--- config.mk ---
export PLATFORM = sky130hd
export DESIGN_NAME = wdg_top
export DESIGN_NICKNAME = d
export VERILOG_FILES = /design/src/design/wdg_pkg.sv /design/src/design/wdg_counter.sv /design/src/design/wdg_top.sv
export SDC_FILE = /design/constraint.sdc
export NUM_CORES = 1
export LEC_CHECK = 0
export BUFFER_PORTS_ARGS = -buffer_cell sky130_fd_sc_hd__buf_2
export CAP_MARGIN = 40
export CORE_ASPECT_RATIO = 1.25
export CORE_MARGIN = 4
export CORE_UTILIZATION = 40
export DETAILED_ROUTE_END_ITERATION = 8
export GPL_ROUTABILITY_DRIVEN = 0
export SYNTH_ARGS = -nofsm -noshare
export SYNTH_HDL_FRONTEND = slang
export SYNTH_HIERARCHICAL = 1
export SYNTH_SLANG_ARGS = --single-unit
--- constraint.sdc ---
create_clock -name clock -period 3.6 [get_ports clock]
set_clock_uncertainty 0.1 [all_clocks]
set_input_delay 0.54 -clock clock [delete_from_list [all_inputs] [get_ports clock]]
set_output_delay 0.54 -clock clock [all_outputs]
set_load 0.03 [all_outputs]
--- src/design/wdg_pkg.sv ---
// Package of register map, field positions and reset values for the watchdog block
package wdg_pkg;
    // ------------------------------------------------------------
    // Register offsets (byte addresses)
    // ------------------------------------------------------------
    localparam logic [11:0] WDG_OFF_RELOAD  = 12'h000;  // count_reload_value
    localparam logic [11:0] WDG_OFF_VALUE   = 12'h004;  // live_count_readout
    localparam logic [11:0] WDG_OFF_CTRL    = 12'h008;  // guard_control
    localparam logic [11:0] WDG_OFF_ICLR    = 12'h00C;  // irq_clear_port
    localparam logic [11:0] WDG_OFF_RIS     = 12'h010;  // raw interrupt status
    localparam logic [11:0] WDG_OFF_MIS     = 12'h014;  // masked_irq_flag
    localparam logic [11:0] WDG_OFF_TEST    = 12'h418;  // guard_test_control
    localparam logic [11:0] WDG_OFF_EVSTAT  = 12'h500;  // sticky event status
    localparam logic [11:0] WDG_OFF_EVMASK  = 12'h504;  // event mask
    localparam logic [11:0] WDG_OFF_GATE    = 12'h508;  // run_clock_gate_zero bit
    localparam logic [11:0] WDG_OFF_SRST    = 12'h50C;  // module_soft_reset bit
    // ------------------------------------------------------------
    // Field positions
    // ------------------------------------------------------------
    localparam int WDG_CTL_INTEN  = 0;   // Counter and interrupt enable
    localparam int WDG_CTL_RSTOUT = 1;   // reset_output_enable
    localparam int WDG_CTL_NMI    = 2;   // Deliver time-out as NMI
    localparam int WDG_TEST_STALL = 8;   // Hold count under debug halt
    localparam int WDG_EV_TMO     = 0;   // Event: first time-out
    localparam int WDG_EV_RST     = 1;   // Event: second time-out
    localparam int WDG_EV_W       = 2;   // Event vector width
    // ------------------------------------------------------------
    // Reset values
    // ------------------------------------------------------------
    localparam logic [31:0] WDG_RELOAD_RST = 32'hFFFFFFFF;
    localparam logic [2:0]  WDG_CTRL_RST   = 3'h0;
endpackage

--- src/design/wdg_counter.sv ---
// Down counter with reload and stall for the watchdog block
`timescale 1ns/1ns
module wdg_counter
    import wdg_pkg::*;
#(
    parameter int W = 32
) (
    input  wire logic         clock,
    input  wire logic         rst,
    input  wire logic         run,
    input  wire logic         tick,
    input  wire logic         stall,
    input  wire logic         load,
    input  wire logic [W-1:0] load_val,
    output logic      [W-1:0] count_ff,
    output logic              zero_pulse_ff
);
    // ------------------------------------------------------------
    // Counting
    // ------------------------------------------------------------
    // Load wins over stall so a debugger write always lands
    always_ff @(posedge clock) begin
        if (rst) begin
            count_ff      <= '1;
            zero_pulse_ff <= 1'b0;
        end else begin
            zero_pulse_ff <= 1'b0;
            if (load) begin
                count_ff <= load_val;
            end else if (run && tick && !stall) begin
                if (count_ff == '0) begin
                    count_ff      <= load_val;
                    zero_pulse_ff <= 1'b1;
                end else begin
                    count_ff <= count_ff - 1'b1;
                end
            end
        end
    end
endmodule

--- src/design/wdg_top.sv ---
// Watchdog timer with NMI and reset output behind an APB slave
//
// Summary of operation
// - Reload write restarts count from value
// - Any write to clear port clears irq
// - Second uncleared time-out requests system reset
// - Reset never asserted while reset enable clear
// - NMI mode sends time-out as NMI
// - Masked status set also in NMI mode
// - Reload writes work while stalled
// - Reload readback returns last written value
// - Count readout is a coherent snapshot
// - Counts on precise oscillator tick independently; here the tick is a synchronous enable in the bus clock domain
// - Clock gate bit alone enables module; here counting also needs the CTRL enable bit
//
// Decided for this implementation: the APB slave port and the placing of the registers.
`timescale 1ns/1ns
module wdg_top
    import wdg_pkg::*;
#(
    parameter int CNT_W = 32
) (
    input  wire logic        clock,
    input  wire logic        rst,
    input  wire logic        psel,
    input  wire logic        penable,
    input  wire logic        pwrite,
    input  wire logic [11:0] paddr,
    input  wire logic [31:0] pwdata,
    output logic      [31:0] prdata,
    output logic             pready,
    output logic             pslverr,
    input  wire logic        osc_tick,
    input  wire logic        use_precise_osc,
    input  wire logic        dbg_halt,
    output logic             irq_out,
    output logic             nmi_out,
    output logic             sys_reset_req,
    output logic             event_irq
);
    // ------------------------------------------------------------
    // Bus decode
    // ------------------------------------------------------------
    logic             wr_en;           // APB write access phase
    logic             rd_en;           // APB read access phase
    logic [31:0]      reload_ff;       // count_reload_value
    logic [2:0]       ctrl_ff;         // guard_control
    logic             stall_ff;        // guard_test_control stall bit
    logic             gate_ff;         // run_clock_gate_zero bit
    logic             srst_ff;         // module_soft_reset bit
    logic             ris_ff;          // Raw time-out status
    logic             rst_req_ff;      // Latched reset request
    logic [WDG_EV_W-1:0] ev_stat_ff;   // Sticky events
    logic [WDG_EV_W-1:0] ev_mask_ff;   // Event mask
    logic [31:0]      prdata_ff;       // Read data register
    logic             mod_rst;         // Block-local reset
    logic             reload_wr;       // Reload write strobe
    logic             tick;            // Count enable
    logic [CNT_W-1:0] count;           // Live count
    logic             zero;            // Time-out pulse
    logic             tmo_first;       // First time-out
    logic             tmo_second;      // Second time-out
    logic             iclr_wr;         // Interrupt clear strobe
    logic             ack_err;         // Unmapped address

    assign wr_en   = psel && penable && pwrite;
    assign rd_en   = psel && penable && !pwrite;
    // Zero wait states; handshake outputs are combinational
    assign pready  = 1'b1;
    assign pslverr = psel && penable && ack_err;
    assign prdata  = prdata_ff;

    // Address check used by the error path only; the read mux decodes addresses itself
    function automatic logic wdg_mapped(input logic [11:0] a);
        wdg_mapped = (a == WDG_OFF_RELOAD) || (a == WDG_OFF_VALUE) || (a == WDG_OFF_CTRL)
                  || (a == WDG_OFF_ICLR) || (a == WDG_OFF_RIS) || (a == WDG_OFF_MIS)
                  || (a == WDG_OFF_TEST) || (a == WDG_OFF_EVSTAT) || (a == WDG_OFF_EVMASK)
                  || (a == WDG_OFF_GATE) || (a == WDG_OFF_SRST);
    endfunction
    assign ack_err = !wdg_mapped(paddr);

    // soft reset bit holds block in reset
    assign mod_rst   = rst || srst_ff;
    assign reload_wr = wr_en && (paddr == WDG_OFF_RELOAD);
    assign iclr_wr   = wr_en && (paddr == WDG_OFF_ICLR);

    // ------------------------------------------------------------
    // Gate and soft reset bits (system reset only)
    // ------------------------------------------------------------
    // These survive the soft reset so software can release it
    always_ff @(posedge clock) begin
        if (rst) begin
            gate_ff <= 1'b0;
            srst_ff <= 1'b0;
        end else begin
            if (wr_en && paddr == WDG_OFF_GATE) begin
                gate_ff <= pwdata[0];
            end
            if (wr_en && paddr == WDG_OFF_SRST) begin
                srst_ff <= pwdata[0];
            end
        end
    end

    // ------------------------------------------------------------
    // Configuration registers
    // ------------------------------------------------------------
    always_ff @(posedge clock) begin
        if (mod_rst) begin
            reload_ff <= WDG_RELOAD_RST;
            ctrl_ff   <= WDG_CTRL_RST;
            stall_ff  <= 1'b0;
            ev_mask_ff <= '0;
        end else begin
            // reload holds exactly what was written
            if (reload_wr) begin
                reload_ff <= pwdata;
            end
            if (wr_en && paddr == WDG_OFF_CTRL) begin
                ctrl_ff <= pwdata[2:0];
            end
            if (wr_en && paddr == WDG_OFF_TEST) begin
                stall_ff <= pwdata[WDG_TEST_STALL];
            end
            if (wr_en && paddr == WDG_OFF_EVMASK) begin
                ev_mask_ff <= pwdata[WDG_EV_W-1:0];
            end
        end
    end

    // ------------------------------------------------------------
    // Counter
    // ------------------------------------------------------------
    // tick source is the precise oscillator or every clock
    // gate bit enables the tick, no other peripheral involved; counting also needs the CTRL enable bit
    // The oscillator tick is a synchronous enable, so the count lives in
    // the bus domain and readout is always coherent.
    assign tick = gate_ff && (use_precise_osc ? osc_tick : 1'b1);

    wdg_counter #(
        .W (CNT_W)
    ) u_cnt (
        .clock         (clock),
        .rst           (mod_rst),
        .run           (ctrl_ff[WDG_CTL_INTEN]),
        .tick          (tick),
        .stall         (stall_ff && dbg_halt),
        .load          (reload_wr),
        .load_val      (reload_wr ? pwdata[CNT_W-1:0] : reload_ff[CNT_W-1:0]),
        .count_ff      (count),
        .zero_pulse_ff (zero)
    );

    assign tmo_first  = zero && !ris_ff;
    assign tmo_second = zero && ris_ff;

    // ------------------------------------------------------------
    // Time-out status and reset request
    // ------------------------------------------------------------
    // Set wins over a same-cycle clear so no time-out is lost
    always_ff @(posedge clock) begin
        if (mod_rst) begin
            ris_ff <= 1'b0;
        end else if (zero) begin
            ris_ff <= 1'b1;
        end else if (iclr_wr) begin
            ris_ff <= 1'b0;
        end
    end

    // Reset request is sticky until the block itself is reset
    always_ff @(posedge clock) begin
        if (mod_rst) begin
            rst_req_ff <= 1'b0;
        end else if (tmo_second && ctrl_ff[WDG_CTL_RSTOUT]) begin
            rst_req_ff <= 1'b1;
        end
    end

    // gated by reset enable at the output too
    assign sys_reset_req = rst_req_ff && ctrl_ff[WDG_CTL_RSTOUT];
    // route time-out to NMI when selected
    assign nmi_out = ris_ff && ctrl_ff[WDG_CTL_NMI];
    assign irq_out = ris_ff && !ctrl_ff[WDG_CTL_NMI];

    // ------------------------------------------------------------
    // Event status and interrupt
    // ------------------------------------------------------------
    always_ff @(posedge clock) begin
        if (mod_rst) begin
            ev_stat_ff <= '0;
        end else begin
            for (int i = 0; i < WDG_EV_W; i++) begin
                if ((i == WDG_EV_TMO && tmo_first) || (i == WDG_EV_RST && tmo_second)) begin
                    ev_stat_ff[i] <= 1'b1;
                end else if (wr_en && paddr == WDG_OFF_EVSTAT && pwdata[i]) begin
                    ev_stat_ff[i] <= 1'b0;
                end
            end
        end
    end
    assign event_irq = |(ev_stat_ff & ev_mask_ff);

    // ------------------------------------------------------------
    // Read data
    // ------------------------------------------------------------
    always_ff @(posedge clock) begin
        if (rst) begin
            prdata_ff <= '0;
        end else if (psel && !penable && !pwrite) begin
            if (paddr == WDG_OFF_RELOAD) begin
                prdata_ff <= reload_ff;
            end else if (paddr == WDG_OFF_VALUE) begin
                prdata_ff <= 32'(count);
            end else if (paddr == WDG_OFF_CTRL) begin
                prdata_ff <= {29'h0, ctrl_ff};
            end else if (paddr == WDG_OFF_RIS) begin
                prdata_ff <= {31'h0, ris_ff};
            end else if (paddr == WDG_OFF_MIS) begin
                // masked flag set in both delivery modes
                prdata_ff <= {31'h0, ris_ff && ctrl_ff[WDG_CTL_INTEN]};
            end else if (paddr == WDG_OFF_TEST) begin
                prdata_ff <= 32'(stall_ff) << WDG_TEST_STALL;
            end else if (paddr == WDG_OFF_EVSTAT) begin
                prdata_ff <= 32'(ev_stat_ff);
            end else if (paddr == WDG_OFF_EVMASK) begin
                prdata_ff <= 32'(ev_mask_ff);
            end else if (paddr == WDG_OFF_GATE) begin
                prdata_ff <= {31'h0, gate_ff};
            end else if (paddr == WDG_OFF_SRST) begin
                prdata_ff <= {31'h0, srst_ff};
            end else begin
                prdata_ff <= '0;
            end
        end
    end

    // ------------------------------------------------------------
    // Checks
    // ------------------------------------------------------------
    // Count enable exactly as the counter sees it; a reload write overrides it
    logic live_tick;  // Counter steps on this edge
    assign live_tick = ctrl_ff[WDG_CTL_INTEN] && tick && !(stall_ff && dbg_halt) && !reload_wr;
endmodule

==> summary.md <==
| Metric | Value |
|---|---|
| Core box area | between 10000 and 15000 um^2 |
| Status | complete, no violations |
| Die X | approximately 120 um |
| Buf/Inv on CP | 0 |
| CTS H-tree depth | 3 |
| Area delta synth->final | 16.80% |
| Drt pass-1 iters | 5 |
| Max-cap viol count | 0 |
| Vias in the first global route | ~5.6k |
| Area occupied by multi-input gates | 3352 um^2 |
| CTS Sinks | 109 |
| DIE HEIGHT | between 100 and 150 um |
| Top cell type by total area after synthesis | dfxtp_1 |
| Syn Nets | 723 |
| RR Startpoint | u_cnt/count_ff[2]$_SDFFE_PP1P_ |
| Quantity of hold-fixing buffers added after cts | 0 |
| TritonCTS clock tree | done |
| Synth Register Bits | around 110 |
| Worst EP required | 3750 ps |
| Cell family with most CP delay | simple AND/OR/NAND/NOR gates |
| Routed Antenna Nets | 0 |
| Sequential cell area | approximately 2200 um^2 |
| Crit share post-route | 0.8539 |
| Ys Warns | 6 |
| TNS Setup | 0 ps |
| Synth top area cells | dfxtp_1, mux2_2, nor2_1 |
| Latest clock arrival within the worst-skew pair | roughly 340 ps |
| Post-Synthesis Mean Instance Area | between 8 and 9 um^2 |
| Inserted Diodes | 0 |
| Final Hold Fails | 0 |
| Min-Delay Path Class | in2reg |
| CTS resizes | 0 |
| VDD IR max | between 150 and 200 uV |
| IO Pins | 90 |
| Max FO, Critical Path | 7 |
| Crit path launch type | flop |
| Async SR Flop Fraction | 0 |
| Global route total overflow | 0 |
| Worst setup path class | reg2reg |
| Dpl hpwl | between 10000 and 15000 um |
| Root buffer cell | clkbuf_16 |
| Worst setup path startpoint | u_cnt/count_ff[2]$_SDFFE_PP1P_ |
| Critical path arrival | approximately 3200 ps |
| Clk buf depth | 2 |
| Tmin final | slightly above 3000 ps |
| Worst-path cell chain | or4_4 -> or4_1 -> or3_4 -> o21ai_2 -> a221oi_1 -> o31ai_1 |
| Row count | 48 |
| Netlist cell types | 70 |
| Largest net degree at the start of global routing | 37 |
| EDFF count, synth | 0 |
| DRT iter0 DRCs | slightly above 600 |
| Leakage power | ~2.5 nW |
| Commonest non-fill, non-tap cells in the layout | dfxtp_1, buf_2, nor2_1, nor3_1, nand2b_1 |
| Initial antenna violation count | 0 |
| Unrepaired setup endpoints after global routing | false |
| Ys flop type | dfxtp_1 |
| Fin. max-slew vios | 0 |
| Commonest non-fill, non-tap cell in the layout | dfxtp_1 |
| Seq/Total Area, Yosys | 0.3780 |
| Synth top area share | 0.3780 |
| Clock-pin transition on the worst setup and hold timing paths | about 70 ps |
| Layout fillers | ~1.4k |
| CP max stage delay | roughly 700 ps |
| Ratio of cells with drive above 1 in the final layout | 0.2394 |
| Aggregate global-route resource usage | 0.2172 |
| Hold depth | 3 |
| Vias | around 5.7k |
| # nets final | 801 |
| Reg2Reg Depth | 6 |
| Worst slew margin | 0.4040 |
| Fmax | between 0.3 and 0.4 GHz |
| First-pass GRT wire length | approximately 29000 um |
| TritonCTS buffer count | 9 |
| Drt via density | ~6.1 |
| Netlist Area Pre-Place | around 5800 um^2 |
| R2R setup slack | between 500 and 600 ps |
| CP max-delay cell | or4_1 |
| Final wirelength | 17730 um |
| DRC Markers | 0 |
| Initial Util | 0.4126 |
| Die Area | approximately 16000 um^2 |
| Wirelength per Cell | around 19 um |
| Synth Instances | 669 |
| Hold EP | stall_ff$_SDFFE_PP0P_ |
| IO Port Bufs | 88 |
| CP endpoint kind | flop |
| Post CTS Setup Buffer Count | 0 |
| Power per Cell Area | about 380 nW/um^2 |
| Actual slew at the worst max-slew pin | about 880 ps |
| Worst Hold Slack | between 300 and 400 ps |
| R2R Path End | u_cnt/count_ff[11]$_SDFFE_PP1P_ |
| Hold path start | pwdata[8] |
| Final setup fails | 0 |
[power by group]
group | total (mW) | switching (mW) | internal [mW]
clock network | 1.10 | 0.453 | 0.650
logic | 0.196 | 0.126 | 0.0697
registers | 1.24 | 0.0155 | 1.22
[layout make-up]
cell class              instances  share of cell area
well taps                     175             0.03247
clock inverters                 5             0.01225
repair buffers                110             0.09093
multi-input cells             506              0.4971
flip-flops and latches        109              0.3236
clock buffers                  11             0.03748
inverters                      11            0.006124
[kinds of logic (layout without fill, tap and decap cells)]
group                    count (synthesis)  in the layout  share of synthesized area
XOR/XNOR                                 2              2                   0.003035
AND/OR/NAND/NOR                        302            302                     0.2887
AO/OA/AOI/OAI                          153            153                     0.1888
flip-flops                             109            109                     0.3780
buffers and inverters                   54            137                    0.04270
other                                    1              1                  0.0006496
multiplexers                            46             46                    0.09384
adder cells (fa/ha/maj)                  2              2                   0.004334
[synthesized netlist by cell type (16+ instances only)]
cell type and count:
nor4_1 16, o21ai_0 21, nor2_1 79, a221oi_1 32, nand2b_1 36, nor3_1 54, nand2_1 27, dfxtp_1 109
mux2_2 27, nand4_1 17, clkbuf_1 27, a21oi_1 30
[worst max-delay path by stage]
stage / endpoint / depth (start not counted)
final: u_cnt/count_ff[11]$_SDFFE_PP1P_ / 6
after global routing: u_cnt/count_ff[2]$_SDFFE_PP1P_ / 7
after CTS: u_cnt/count_ff[2]$_SDFFE_PP1P_ / 7
after detailed placement: u_cnt/count_ff[31]$_SDFFE_PP1P_ / 10
after global placement: u_cnt/count_ff[31]$_SDFFE_PP1P_ / 10
after floorplan: u_cnt/count_ff[31]$_SDFFE_PP1P_ / 10
[state kept, by name, indices dropped and copies added, names as in the netlist, 2 cells and up]
register,flops
ctrl_ff,3
ev_mask_ff,2
ev_stat_ff,2
prdata,32
reload_ff,32
u_cnt/count_ff,32
[per-layer routing]
layer  share of wire  up-vias  global-route usage
met1            0.41     2750              0.2594
met3           0.049       47             0.03020
met4           0.037        0             0.09889
li1                -     2671                   -
met2            0.50      195              0.3826
met5               0        -                   0
[per-stage QoR]
stage | instance area [um^2] | std cells | worst slack [ps] | utilization | power [mW]
2_1_floorplan | 5773 | 669 | 703.6 | - | 1.380
3_3_place_gp | 6385 | 909 | 512.7 | 0.4563 | 1.460
3_5_place_dp | 6407 | 911 | 492.9 | 0.4579 | 1.465
4_1_cts | 6743 | 927 | 607.1 | 0.4818 | 2.563
5_1_grt | 6743 | 927 | 423.3 | 0.4818 | 2.635
6_report | 6743 | 927 | 525.9 | 0.4818 | 2.539
[worst register-to-register path, stage by stage, from the launching register on]
cell,delay (ps)
dfxtp_1,380
or4_4,580
or4_1,700
or3_4,440
o21ai_2,480
a221oi_1,200
o31ai_1,100
Power figures use the tool's default switching activity.
